`src/logic/adc_level_consts.vh`:
```
// Functional notes
// - digital fine gain is one plus code over 256; code zero is unity
// - red, green and blue each keep their own fine gain code
// - each channel adds its own signed 10-bit fine offset, -512..+511
// - 4-bit coarse analog gain per channel, default code seven
// - signed 6-bit coarse offset per channel, applied before conversion
// - level loop averages pixels and steers level to the fine offset value
// - level loop switched on or off from register 26h
// - register 31h positions the level pulse only with internal timing
// - external clamp leading edge starts both fine clamp and level pulse
// - internal clamp window starts at 05h and lasts width from 06h
// - each restorer is sync-tip or back-porch; 10h low bits pick mid level
// - back-porch clamping only while its enable in 2Ah is set
// - bit seven of 2Ah adds 300 mV offset with bottom-level clamping
// - input routing follows host selections at 19h and 1Ah
// - sync-tip loop filter offers three cutoffs: 0.5, 1.7, 4.8 MHz
`ifndef ADC_LEVEL_CONSTS_VH
`define ADC_LEVEL_CONSTS_VH

// ----------------------------------------------------------------
// register subaddresses
// ----------------------------------------------------------------
`define ADDR_CLAMP_START 8'h05
`define ADDR_CLAMP_WIDTH 8'h06
`define ADDR_CLAMP_LEVEL 8'h10
`define ADDR_ROUTE_FIRST 8'h19
`define ADDR_ROUTE_SECOND 8'h1A
`define ADDR_LEVEL_LOOP 8'h26
`define ADDR_FINE_CLAMP 8'h2A
`define ADDR_LEVEL_POS 8'h31

// ----------------------------------------------------------------
// reset values
// ----------------------------------------------------------------
`define RST_CLAMP_START 8'h06
`define RST_CLAMP_WIDTH 8'h10
`define RST_CLAMP_LEVEL 8'h00
`define RST_ROUTE 8'h00
`define RST_LEVEL_LOOP 8'h00
`define RST_FINE_CLAMP 8'h00
`define RST_LEVEL_POS 8'h20
`define RST_COARSE_GAIN 4'h7

// ----------------------------------------------------------------
// field positions
// ----------------------------------------------------------------
`define LOOP_EN_BIT 0
`define LOOP_FILT_LSB 1
`define FC_EN_BIT 0
`define FC_MODE_LSB 1
`define FC_EXT_BIT 6
`define FC_CM_BIT 7

// ----------------------------------------------------------------
// level loop timing and arithmetic
// ----------------------------------------------------------------
`define LEVEL_PULSE_LEN 4'h8
`define LEVEL_AVG_SHIFT 3
`define LEVEL_STEP_SHIFT 2
`define FULL_SCALE 10'h3FF

`endif

```
`src/logic/adc_channel_level_control.v`:
```
`timescale 1ns/10ps
`default_nettype none
`include "adc_level_consts.vh"

module adc_channel_level_control (
    input wire ref_clk, // pixel sample clock
    input wire sys_rst, // async reset, high
    input wire reg_wr, // host register write strobe
    input wire [7:0] reg_addr, // host register subaddress
    input wire [7:0] reg_wdata, // host write data
    output reg [7:0] reg_rdata, // readback, one cycle after address
    input wire line_start, // one-cycle pulse at line start
    input wire ext_clamp, // external clamp pulse, high active
    input wire [9:0] adc_r, // red converted sample
    input wire [9:0] adc_g, // green converted sample
    input wire [9:0] adc_b, // blue converted sample
    input wire [7:0] fine_gain_code_r, // red fine gain
    input wire [7:0] fine_gain_code_g, // green fine gain
    input wire [7:0] fine_gain_code_b, // blue fine gain
    input wire [9:0] fine_offset_r, // red fine offset
    input wire [9:0] fine_offset_g, // green fine offset
    input wire [9:0] fine_offset_b, // blue fine offset
    input wire [3:0] coarse_gain_code_r, // red coarse gain
    input wire [3:0] coarse_gain_code_g, // green coarse gain
    input wire [3:0] coarse_gain_code_b, // blue coarse gain
    input wire [5:0] coarse_offset_r, // red coarse offset
    input wire [5:0] coarse_offset_g, // green coarse offset
    input wire [5:0] coarse_offset_b, // blue coarse offset
    output wire [9:0] pix_r, // red processed pixel
    output wire [9:0] pix_g, // green processed pixel
    output wire [9:0] pix_b, // blue processed pixel
    output wire [3:0] analog_gain_r, // red gain to analog stage
    output wire [3:0] analog_gain_g, // green gain to analog stage
    output wire [3:0] analog_gain_b, // blue gain to analog stage
    output wire [5:0] analog_offset_r, // red offset to analog stage
    output wire [5:0] analog_offset_g, // green offset to analog stage
    output wire [5:0] analog_offset_b, // blue offset to analog stage
    output reg [3:0] fine_clamp_on, // back-porch clamp active, r,g,b,slicer
    output reg [3:0] coarse_clamp_on, // sync-tip clamp active, r,g,b,slicer
    output reg [2:0] clamp_mid_level, // mid-level select r,g,b
    output reg [2:0] cm_offset_on, // 300 mV offset active r,g,b
    output reg [1:0] tip_filter_sel, // sync-tip filter cutoff
    output reg [4:0] slicer_threshold, // slicer threshold code
    output reg [7:0] route_sel_first, // input switch select, first
    output reg [7:0] route_sel_second, // input switch select, second
    output reg alc_pulse // level measure window
);

    // ----------------------------------------------------------------
    // host registers
    // ----------------------------------------------------------------
    reg [7:0] clamp_window_start_ff;
    reg [7:0] clamp_window_width_ff;
    reg [7:0] clamp_level_and_slicer_threshold_ff;
    reg [7:0] input_route_select_first_ff;
    reg [7:0] input_route_select_second_ff;
    reg [7:0] level_loop_enable_ff;
    reg [7:0] fine_clamp_control_ff;
    reg [7:0] level_pulse_position_ff;

    always @(posedge ref_clk or posedge sys_rst) begin
        if (sys_rst) begin
            clamp_window_start_ff <= `RST_CLAMP_START;
            clamp_window_width_ff <= `RST_CLAMP_WIDTH;
            clamp_level_and_slicer_threshold_ff <= `RST_CLAMP_LEVEL;
            input_route_select_first_ff <= `RST_ROUTE;
            input_route_select_second_ff <= `RST_ROUTE;
            level_loop_enable_ff <= `RST_LEVEL_LOOP;
            fine_clamp_control_ff <= `RST_FINE_CLAMP;
            level_pulse_position_ff <= `RST_LEVEL_POS;
        end else if (reg_wr) begin
            case (reg_addr)
                `ADDR_CLAMP_START: clamp_window_start_ff <= reg_wdata;
                `ADDR_CLAMP_WIDTH: clamp_window_width_ff <= reg_wdata;
                `ADDR_CLAMP_LEVEL: clamp_level_and_slicer_threshold_ff <= reg_wdata;
                `ADDR_ROUTE_FIRST: input_route_select_first_ff <= reg_wdata;
                `ADDR_ROUTE_SECOND: input_route_select_second_ff <= reg_wdata;
                `ADDR_LEVEL_LOOP: level_loop_enable_ff <= reg_wdata;
                `ADDR_FINE_CLAMP: fine_clamp_control_ff <= reg_wdata;
                `ADDR_LEVEL_POS: level_pulse_position_ff <= reg_wdata;
                default: ;
            endcase
        end
    end

    // readback; unmapped subaddresses read zero
    always @(posedge ref_clk or posedge sys_rst) begin
        if (sys_rst) begin
            reg_rdata <= 8'h00;
        end else begin
            case (reg_addr)
                `ADDR_CLAMP_START: reg_rdata <= clamp_window_start_ff;
                `ADDR_CLAMP_WIDTH: reg_rdata <= clamp_window_width_ff;
                `ADDR_CLAMP_LEVEL: reg_rdata <= clamp_level_and_slicer_threshold_ff;
                `ADDR_ROUTE_FIRST: reg_rdata <= input_route_select_first_ff;
                `ADDR_ROUTE_SECOND: reg_rdata <= input_route_select_second_ff;
                `ADDR_LEVEL_LOOP: reg_rdata <= level_loop_enable_ff;
                `ADDR_FINE_CLAMP: reg_rdata <= fine_clamp_control_ff;
                `ADDR_LEVEL_POS: reg_rdata <= level_pulse_position_ff;
                default: reg_rdata <= 8'h00;
            endcase
        end
    end

    // ----------------------------------------------------------------
    // line timing: pixel counter, clamp window and level pulse
    // ----------------------------------------------------------------
    localparam ST_IDLE = 2'b01;
    localparam ST_PULSE = 2'b10;

    reg [7:0] pix_cnt_ff;
    reg cnt_run_ff;
    reg ext_d_ff;
    reg [1:0] lvl_state_ff;
    reg [3:0] lvl_cnt_ff;
    wire ext_mode;
    wire ext_rise;
    wire [8:0] win_end;
    wire int_window;
    wire clamp_window;
    wire lvl_start;
    wire fc_en;
    wire alc_en;

    assign ext_mode = fine_clamp_control_ff[`FC_EXT_BIT];
    assign ext_rise = ext_clamp & ~ext_d_ff;
    assign win_end = {1'b0, clamp_window_start_ff} + {1'b0, clamp_window_width_ff};
    assign int_window = cnt_run_ff && (pix_cnt_ff >= clamp_window_start_ff)
                        && ({1'b0, pix_cnt_ff} < win_end);
    // external pulse both opens the window and starts the level pulse
    assign clamp_window = ext_mode ? ext_clamp : int_window;
    // register 31h has no say once the external pulse is in charge
    assign lvl_start = ext_mode ? ext_rise
                       : (cnt_run_ff && pix_cnt_ff == level_pulse_position_ff);
    assign fc_en = fine_clamp_control_ff[`FC_EN_BIT];
    assign alc_en = level_loop_enable_ff[`LOOP_EN_BIT];

    // counter saturates so a long line never re-fires the window
    always @(posedge ref_clk or posedge sys_rst) begin
        if (sys_rst) begin
            pix_cnt_ff <= 8'h00;
            cnt_run_ff <= 1'b0;
            ext_d_ff <= 1'b0;
        end else begin
            ext_d_ff <= ext_clamp;
            if (line_start) begin
                pix_cnt_ff <= 8'h00;
                cnt_run_ff <= 1'b1;
            end else if (pix_cnt_ff == 8'hFF) begin
                cnt_run_ff <= 1'b0;
            end else if (cnt_run_ff) begin
                pix_cnt_ff <= pix_cnt_ff + 8'h01;
            end
        end
    end

    // level pulse lasts a fixed count so the averager sees whole groups
    always @(posedge ref_clk or posedge sys_rst) begin
        if (sys_rst) begin
            lvl_state_ff <= ST_IDLE;
            lvl_cnt_ff <= 4'h0;
            alc_pulse <= 1'b0;
        end else begin
            case (lvl_state_ff)
                ST_IDLE: begin
                    if (lvl_start) begin
                        lvl_state_ff <= ST_PULSE;
                        lvl_cnt_ff <= `LEVEL_PULSE_LEN - 4'h1;
                        alc_pulse <= 1'b1;
                    end
                end
                ST_PULSE: begin
                    if (lvl_cnt_ff == 4'h0) begin
                        lvl_state_ff <= ST_IDLE;
                        alc_pulse <= 1'b0;
                    end else begin
                        lvl_cnt_ff <= lvl_cnt_ff - 4'h1;
                    end
                end
                default: begin
                    lvl_state_ff <= ST_IDLE;
                    alc_pulse <= 1'b0;
                end
            endcase
        end
    end

    // ----------------------------------------------------------------
    // clamp controls and analog selections
    // ----------------------------------------------------------------
    always @(posedge ref_clk or posedge sys_rst) begin
        if (sys_rst) begin
            fine_clamp_on <= 4'h0;
            coarse_clamp_on <= 4'h0;
            clamp_mid_level <= 3'h0;
            cm_offset_on <= 3'h0;
            tip_filter_sel <= 2'h0;
            slicer_threshold <= 5'h00;
            route_sel_first <= 8'h00;
            route_sel_second <= 8'h00;
        end else begin
            // mode bit per restorer: one is back-porch, zero is sync-tip
            fine_clamp_on <= (clamp_window && fc_en)
                ? fine_clamp_control_ff[`FC_MODE_LSB+3:`FC_MODE_LSB]
                : 4'h0;
            coarse_clamp_on <= ~fine_clamp_control_ff[`FC_MODE_LSB+3:`FC_MODE_LSB];
            clamp_mid_level <= clamp_level_and_slicer_threshold_ff[2:0];
            cm_offset_on <= (fine_clamp_control_ff[`FC_CM_BIT] && fc_en)
                ? (~clamp_level_and_slicer_threshold_ff[2:0]
                   & fine_clamp_control_ff[`FC_MODE_LSB+2:`FC_MODE_LSB])
                : 3'h0;
            tip_filter_sel <= level_loop_enable_ff[`LOOP_FILT_LSB+1:`LOOP_FILT_LSB];
            slicer_threshold <= clamp_level_and_slicer_threshold_ff[7:3];
            route_sel_first <= input_route_select_first_ff;
            route_sel_second <= input_route_select_second_ff;
        end
    end

    // ----------------------------------------------------------------
    // three independent channels
    // ----------------------------------------------------------------
    chan_pixel_proc u_red (
        .ref_clk(ref_clk),
        .sys_rst(sys_rst),
        .sample_in(adc_r),
        .fine_gain_code(fine_gain_code_r),
        .fine_offset(fine_offset_r),
        .coarse_gain_code(coarse_gain_code_r),
        .coarse_offset(coarse_offset_r),
        .alc_en(alc_en),
        .alc_pulse(alc_pulse),
        .pix_out(pix_r),
        .coarse_gain_out(analog_gain_r),
        .coarse_offset_out(analog_offset_r)
    );

    chan_pixel_proc u_green (
        .ref_clk(ref_clk),
        .sys_rst(sys_rst),
        .sample_in(adc_g),
        .fine_gain_code(fine_gain_code_g),
        .fine_offset(fine_offset_g),
        .coarse_gain_code(coarse_gain_code_g),
        .coarse_offset(coarse_offset_g),
        .alc_en(alc_en),
        .alc_pulse(alc_pulse),
        .pix_out(pix_g),
        .coarse_gain_out(analog_gain_g),
        .coarse_offset_out(analog_offset_g)
    );

    chan_pixel_proc u_blue (
        .ref_clk(ref_clk),
        .sys_rst(sys_rst),
        .sample_in(adc_b),
        .fine_gain_code(fine_gain_code_b),
        .fine_offset(fine_offset_b),
        .coarse_gain_code(coarse_gain_code_b),
        .coarse_offset(coarse_offset_b),
        .alc_en(alc_en),
        .alc_pulse(alc_pulse),
        .pix_out(pix_b),
        .coarse_gain_out(analog_gain_b),
        .coarse_offset_out(analog_offset_b)
    );

endmodule // adc_channel_level_control

`default_nettype wire

```
`src/logic/chan_pixel_proc.v`:
```
`timescale 1ns/10ps
`default_nettype none
`include "adc_level_consts.vh"

module chan_pixel_proc (
    input wire ref_clk, // pixel sample clock
    input wire sys_rst, // async reset, high
    input wire [9:0] sample_in, // converted sample
    input wire [7:0] fine_gain_code, // digital gain code
    input wire [9:0] fine_offset, // signed fine offset / level target
    input wire [3:0] coarse_gain_code, // analog gain code request
    input wire [5:0] coarse_offset, // analog offset request
    input wire alc_en, // level loop on
    input wire alc_pulse, // level measure window
    output reg [9:0] pix_out, // processed pixel
    output reg [3:0] coarse_gain_out, // gain code to analog stage
    output reg [5:0] coarse_offset_out // offset code to analog stage
);

    // ----------------------------------------------------------------
    // saturate a signed sum into unsigned 10 bits
    // ----------------------------------------------------------------
    function [9:0] sat10;
        input signed [13:0] v;
        begin
            if (v < 0)
                sat10 = 10'h000;
            else if (v > $signed({4'h0, `FULL_SCALE}))
                sat10 = `FULL_SCALE;
            else
                sat10 = v[9:0];
        end
    endfunction

    reg [10:0] gained_ff;
    reg signed [12:0] corr_ff;
    reg [13:0] acc_ff;
    reg pulse_d_ff;
    wire [18:0] product;
    wire signed [12:0] offs_ext;
    wire signed [12:0] avg;
    wire signed [12:0] err;
    wire signed [13:0] level_sum;

    // gain of (256 + code) / 256, never below unity
    assign product = sample_in * {1'b1, fine_gain_code};
    assign offs_ext = {{3{fine_offset[9]}}, fine_offset};
    assign avg = $signed({2'b00, acc_ff[13:`LEVEL_AVG_SHIFT]});
    assign err = offs_ext - (avg + corr_ff);
    // loop correction replaces the fixed offset while the loop is on
    assign level_sum = $signed({3'b000, gained_ff}) + {corr_ff[12], corr_ff};

    // ----------------------------------------------------------------
    // datapath: gain stage, then offset with clipping
    // ----------------------------------------------------------------
    always @(posedge ref_clk or posedge sys_rst) begin
        if (sys_rst) begin
            gained_ff <= 11'h000;
            pix_out <= 10'h000;
            coarse_gain_out <= `RST_COARSE_GAIN;
            coarse_offset_out <= 6'h00;
        end else begin
            gained_ff <= product[18:8];
            pix_out <= sat10(level_sum);
            coarse_gain_out <= coarse_gain_code;
            coarse_offset_out <= coarse_offset;
        end
    end

    // ----------------------------------------------------------------
    // level loop: average over the pulse, step a fraction of the error
    // ----------------------------------------------------------------
    always @(posedge ref_clk or posedge sys_rst) begin
        if (sys_rst) begin
            corr_ff <= 13'h0000;
            acc_ff <= 14'h0000;
            pulse_d_ff <= 1'b0;
        end else begin
            pulse_d_ff <= alc_pulse;
            if (alc_pulse && !pulse_d_ff)
                acc_ff <= {3'b000, gained_ff};
            else if (alc_pulse)
                acc_ff <= acc_ff + {3'b000, gained_ff};
            // loop off: track the programmed offset so switching on is smooth
            if (!alc_en)
                corr_ff <= offs_ext;
            else if (pulse_d_ff && !alc_pulse)
                corr_ff <= corr_ff + (err >>> `LEVEL_STEP_SHIFT);
        end
    end

endmodule // chan_pixel_proc

`default_nettype wire

```
`config.mk`:
```
export PLATFORM = sky130hd
export DESIGN_NAME = adc_channel_level_control
export DESIGN_NICKNAME = d
export VERILOG_FILES = /design/src/logic/adc_channel_level_control.v /design/src/logic/chan_pixel_proc.v
export VERILOG_INCLUDE_DIRS = /design/src /design/src/logic
export SDC_FILE = /design/constraint.sdc
export NUM_CORES = 1
export LEC_CHECK = 0
export ABC_CLOCK_PERIOD_IN_PS = 10900
export BUFFER_PORTS_ARGS = -buffer_cell sky130_fd_sc_hd__buf_4
export CELL_PAD_IN_SITES_DETAIL_PLACEMENT = 0
export CELL_PAD_IN_SITES_GLOBAL_PLACEMENT = 1
export CORE_ASPECT_RATIO = 0.6
export CORE_MARGIN = 5
export CORE_UTILIZATION = 48
export CTS_CLUSTER_DIAMETER = 40
export CTS_CLUSTER_SIZE = 30
export DETAILED_ROUTE_END_ITERATION = 10
export GPL_TIMING_DRIVEN = 1
export MAX_ROUTING_LAYER = met4
export PLACE_DENSITY_LB_ADDON = 0.1
export SLEW_MARGIN = 20
export SYNTH_ARGS = -nofsm -noshare
export SYNTH_HDL_FRONTEND = slang
export SYNTH_SLANG_ARGS = --single-unit
```
`constraint.sdc`:
```
create_clock -name ref_clk -period 10.9 [get_ports ref_clk]
set_input_delay 0.545 -clock ref_clk [delete_from_list [all_inputs] [get_ports ref_clk]]
set_output_delay 0.545 -clock ref_clk [all_outputs]
set_load 0.02 [all_outputs]
```
-- Word level (Yosys, flattened, before mapping)
Cells that the tools add are included.
Widths: inputs -> output; s select.
- add/sub/neg operators: 18
- multipliers: 3
- magnitude comparators: 8
- equality and inequality tests: 17
- multiplexer cells: 37
- bitwise gates (word level): 5
- reduce and logical (&&, ||, !) cells: 25
- operators by type and width (kind ; number):
    $mux 14 ; 6
    $mux 13 ; 6
    $pmux 8 s8 ; 1
    $mux 10 ; 6
    $mul 10x9->19 ; 3
    $add 12x13->14 ; 3
    $add 14x11->14 ; 3
    $gt 14x11->1 const B ; 3
    $lt 14x1->1 const B ; 3
    $add 12x13->13 ; 3
    $add 13x11->13 ; 3
    $sub 10x13->13 ; 3
    $eq 8x5->1 const B ; 3
    $eq 8x6->1 const B ; 3
    $mux 8 ; 3
    $reduce_and 2->1 ; 10
    $eq 8x3->1 const B ; 2
    $mux 4 ; 3
    $add 8x8->9 ; 1
    $lt 8x9->1 ; 1
    $add 8x1->8 const B ; 1
    $eq 8x8->1 ; 1
    $eq 8x8->1 const B ; 1
    $ge 8x8->1 ; 1
    other kinds (21) ; 40
- register bits: 301
- bits of input ports: 135
- output and inout port bits: 106
- word-level logic and storage cells: 155

-- Longest topological paths before layout
- depth after elaboration: 6
- mapped depth: 20
- depth with buffers taken out: 20

-- Modules after synthesis
A second synthesis with hierarchy kept.
- cell total of the unflattened synthesis: 2694
- area total of the unflattened synthesis: 26456.6 um^2
- modules (own cells, without submodules) (module ; instances ; cells an instance ; area an instance (um^2) ; seq. area each (um^2)):
    chan_pixel_proc (u_green) ; 1 ; 754 ; 6867.8 ; 1480.2
    chan_pixel_proc (u_red) ; 1 ; 744 ; 6845.3 ; 1480.2
    chan_pixel_proc (u_blue) ; 1 ; 751 ; 6829.0 ; 1480.2
    adc_channel_level_control ; 1 ; 445 ; 5914.4 ; 3134.3

-- Least setup slack after synthesis
OpenSTA, ideal clock, no wires.
- path type: input -> register
- start point: input port adc_b[5]
- end point: register u_blue.gained_ff[10]
- setup time: 80 ps
- arrival time: 4709 ps
- required time: 10820 ps
- path slack: 6112 ps
- stages: 18
- path buffers: 1
- cell sequence: clkbuf_1 > nand2_1 > fa_1 > inv_1 > fa_1 > ha_1 > inv_1 > fa_1 > inv_1 > ha_1 > and4_4 > a2111oi_4 > a21oi_1 > a41o_1 > o211a_1 > and3_4 > o41ai_2 > xnor2_1
- word-level cells in the longest chain between the ends: 1
- RTL lines (item ; RTL line ; RTL):
    start, declared ; adc_channel_level_control.v:16 ; input wire [9:0] adc_b,
    $mul 10x9->19 ; chan_pixel_proc.v:46 ; assign product = sample_in * {1'b1, fine_gain_code};
    named net u_blue.product[18] ; chan_pixel_proc.v:39 ; wire [18:0] product;
    end signal, assigned ; chan_pixel_proc.v:63 ; gained_ff <= product[18:8];
    end, declared ; chan_pixel_proc.v:35 ; reg [10:0] gained_ff;
The timed path passes the listed nets, and every way through them passes these cells.
A chain may end at the register's enable or synchronous reset.

-- Worst setup path after layout
- start point: input port adc_r[5]
- end point: register u_red.gained_ff[10]
- word-level cells in the longest chain between the ends: 1
- RTL lines (item ; RTL line ; RTL):
    start, declared ; adc_channel_level_control.v:14 ; input wire [9:0] adc_r,
    $mul 10x9->19 ; chan_pixel_proc.v:46 ;
    named net u_red.product[18] ; chan_pixel_proc.v:39 ;
    end signal, assigned ; chan_pixel_proc.v:63 ;
    end, declared ; chan_pixel_proc.v:35 ;
The timed path passes the listed nets, and every way through them passes these cells.

==> metrics.yaml <==
routing:
  highest_layer: "met4"
  drtAntennaViolNets: 0
  drc: 0
  routed_wirelength_um: 64800
  drt-initial-drc-count: 1194
  wl_per_cell_um: 17.9
  routed-wl-met3_um: 3370
  dr.pass1.iters: 5
  via_per_inst: 5.36
  wl_met1_um: 34500
  vias: 19400
  wl_met2_um: 26300
die:
  start_util_pct: 48.8
  io_pins: 241
  die_height_um: 190
  coreArea_um2: 52900
  rows: 65
  die_area_um2: 58700
  die_w_um: 309
worst_setup_path:
  worst_setup_path_end_kind: "flop"
  path_cells: "buf_4 > nand2_1 > fa_1 > inv_1 > fa_1 > ha_1 > inv_1 > fa_1 > inv_1 > ha_1 > nor4bb_1 > a21oi_1 > o21ai_0 > nand4_1 > a31oi_1 > nor3_1 > o41ai_1 > xnor2_1"
  worst-path-buf-inv: 4
  startpoint_type: "input pin"
  critPathSlowestCell: "fa_1"
  setup.worst_path.class: "input pin to flop"
  required_ns: 11.35
  worstPathArrival_ns: 5.15
  critPathMaxStageDelay_ns: 0.54
  crit_fanout: 9
  cp_top_family: "adder cells"
yosys:
  synth-warning-count: 0
  synth_edf_count: 0
  netlist_instances: 2672
  ys_top_cells_by_count: "inv_1, dfrtp_1, ha_1"
  synthArstFlopShare_pct: 100
  ys_top_cells_by_area: "dfrtp_1, fa_1, ha_1"
  synth-seq-cells: 300
  synth_top_cell_area_share_pct: 27.7
  synth_most_common_cell: "inv_1"
  synth_nets: 3289
  synth_cell_type_count: 78
  syn_area_um2: 25800
  ys_dominant_reg_cell: "dfrtp_1"
  avgSynthCellArea_um2: 9.66
  yosysSeqAreaShare_pct: 29.2
  yosysTopAreaCell: "dfrtp_1"
clock_network:
  ctsResizeCount: 0
  clkTransAtPathRegs_ns: 0.06
  clock_latency_ns: 0.56
  postCtsHoldBufs: 0
  cts_buffers: 36
  clockRootBuffer: "clkbuf_16"
  post-cts-setup-buffer-count: 0
  clockBufferDepth: 3
  cts_tree: "built"
  cts.sinks: 300
  cts_max_level: 2
timing:
  worst_pin_slew_ns: 1.02
  layout_min_cycle_time_ns: 4.70
  finalSetupTns_ns: 0
  skew_ns: 0.0537
  rsz0062_at_grt: "no"
  fin_ws_ns: 6.20
  max_slew_margin_pct: 31.2
  drv_slew: 0
  hold_violations: 0
  final-setup-viol-count: 0
  whs_ns: 0.0645
  timing.fmax_mhz: 213
  fin_crit_sh_pct: 43.2
finish:
  instances_no_fill: 3619
  fin_nets: 3506
  regArea_um2: 7530
  nFillCells: 4726
  multiInputGateArea_um2: 16600
  drive_gt1_share_pct: 14.6
  diodes: 0
  syn2layout_area_growth_pct: 14.5
placement:
  preCtsSetupSlack_ns: 5.75
  hpwl_um: 52000
  io_buffers: 240
  dp_cells: 3554
  routabilityCongestion: 0.884
grt:
  grt_max_degree: 175
  grt_use_total_pct: 22.8
  grt_pass1_vias: 19300
  grt_pass1_wl_um: 106000
  grt_overflow_total: 0
  antenna_found_initial: 0
power_and_ir_drop:
  p_total_w: 0.00793
  peakVddDrop_mv: 0.145
  p_leak_nw: 14.9
  p_per_area_nw_per_um2: 268
run:
  max_cap_violations: 0
min_path:
  min_path_type: "input pin to asynchronous set/reset pin"
outcome:
  status: "finished clean"
[worst paths after layout]
kind	start	to	slack, ns	cells after the start
worst max-delay path	adc_r[5]	u_red.gained_ff[10]	6.20	18
worst min-delay path	sys_rst	u_blue.pix_out[3]	0.06	2
worst max register to register	u_green.acc_ff[3]	u_green.corr_ff[12]	6.31	16
worst min register to register	input_route_select_first_ff[4]	route_sel_first[4]	0.41	0
max in group asynchronous	sys_rst	u_green.gained_ff[2]	9.37	3
min in group ref_clk	coarse_offset_g[4]	u_green.coarse_offset_out[4]	0.09	1
[per-layer routing]
layer	vias up	track usage, %
met1	9523	37.0
met2	442	31.3
met3	51	2.99
li1	9381	-
met4	0	2.49
met5	-	-
[per-stage QoR]
| stage | util [%] | instance area (µm²) |
|---|---|---|
| final | 55.9 | 29500 |
| after global routing | 55.9 | 29500 |
| after CTS | 55.9 | 29500 |
| after detailed placement | 53.5 | 28300 |
| after global placement | 53.5 | 28300 |
| after floorplan | - | 25800 |
[state kept, by name, summed over array words and instances, names as in the netlist, 13 cells and up]
| name | count |
|---|---|
| u_blue.acc_ff | 14 |
| u_green.corr_ff | 13 |
| u_red.corr_ff | 13 |
| u_blue.corr_ff | 13 |
| u_red.acc_ff | 14 |
| u_green.acc_ff | 14 |
[report_power, final]
group          switching, W  internal [W]  total, W
registers          0.000238       0.00136   0.00160
logic               0.00283       0.00222   0.00505
clock network      0.000566      0.000714   0.00128
total               0.00363       0.00430   0.00793
[layout make-up]
class                   count  area share, %
clock buffers              39           3.09
flip-flops and latches    300           25.5
clock inverters            26           1.13
well taps                 703           2.98
multi-input cells        1934           56.3
inverters                 369           4.71
repair buffers            248           6.34
[layout by cell type, fill, tap and decap left out, types with 36 or more instances in the layout]
| cell | instances |
|---|---|
| a21o_1 | 45 |
| inv_1 | 367 |
| nor3_1 | 58 |
| mux2_2 | 69 |
| nand2_1 | 224 |
| dfrtp_1 | 284 |
| o21a_1 | 42 |
| fa_1 | 208 |
| o21ai_0 | 61 |
| ha_1 | 274 |
| nand3_1 | 46 |
| nor2_1 | 171 |
| xor2_1 | 55 |
| clkbuf_16 | 36 |
| and2_1 | 119 |
| xnor2_1 | 92 |
| a21oi_1 | 156 |
| buf_4 | 247 |
[cell families after synthesis]
group	synth area share, %
compound gates	12.0
xor+xnor	5.21
fa+ha+maj	29.4
buf+inv	6.49
flops	29.2
mux	4.02
simple gates	13.7
Note: power is estimated with default switching activity, not from simulation.
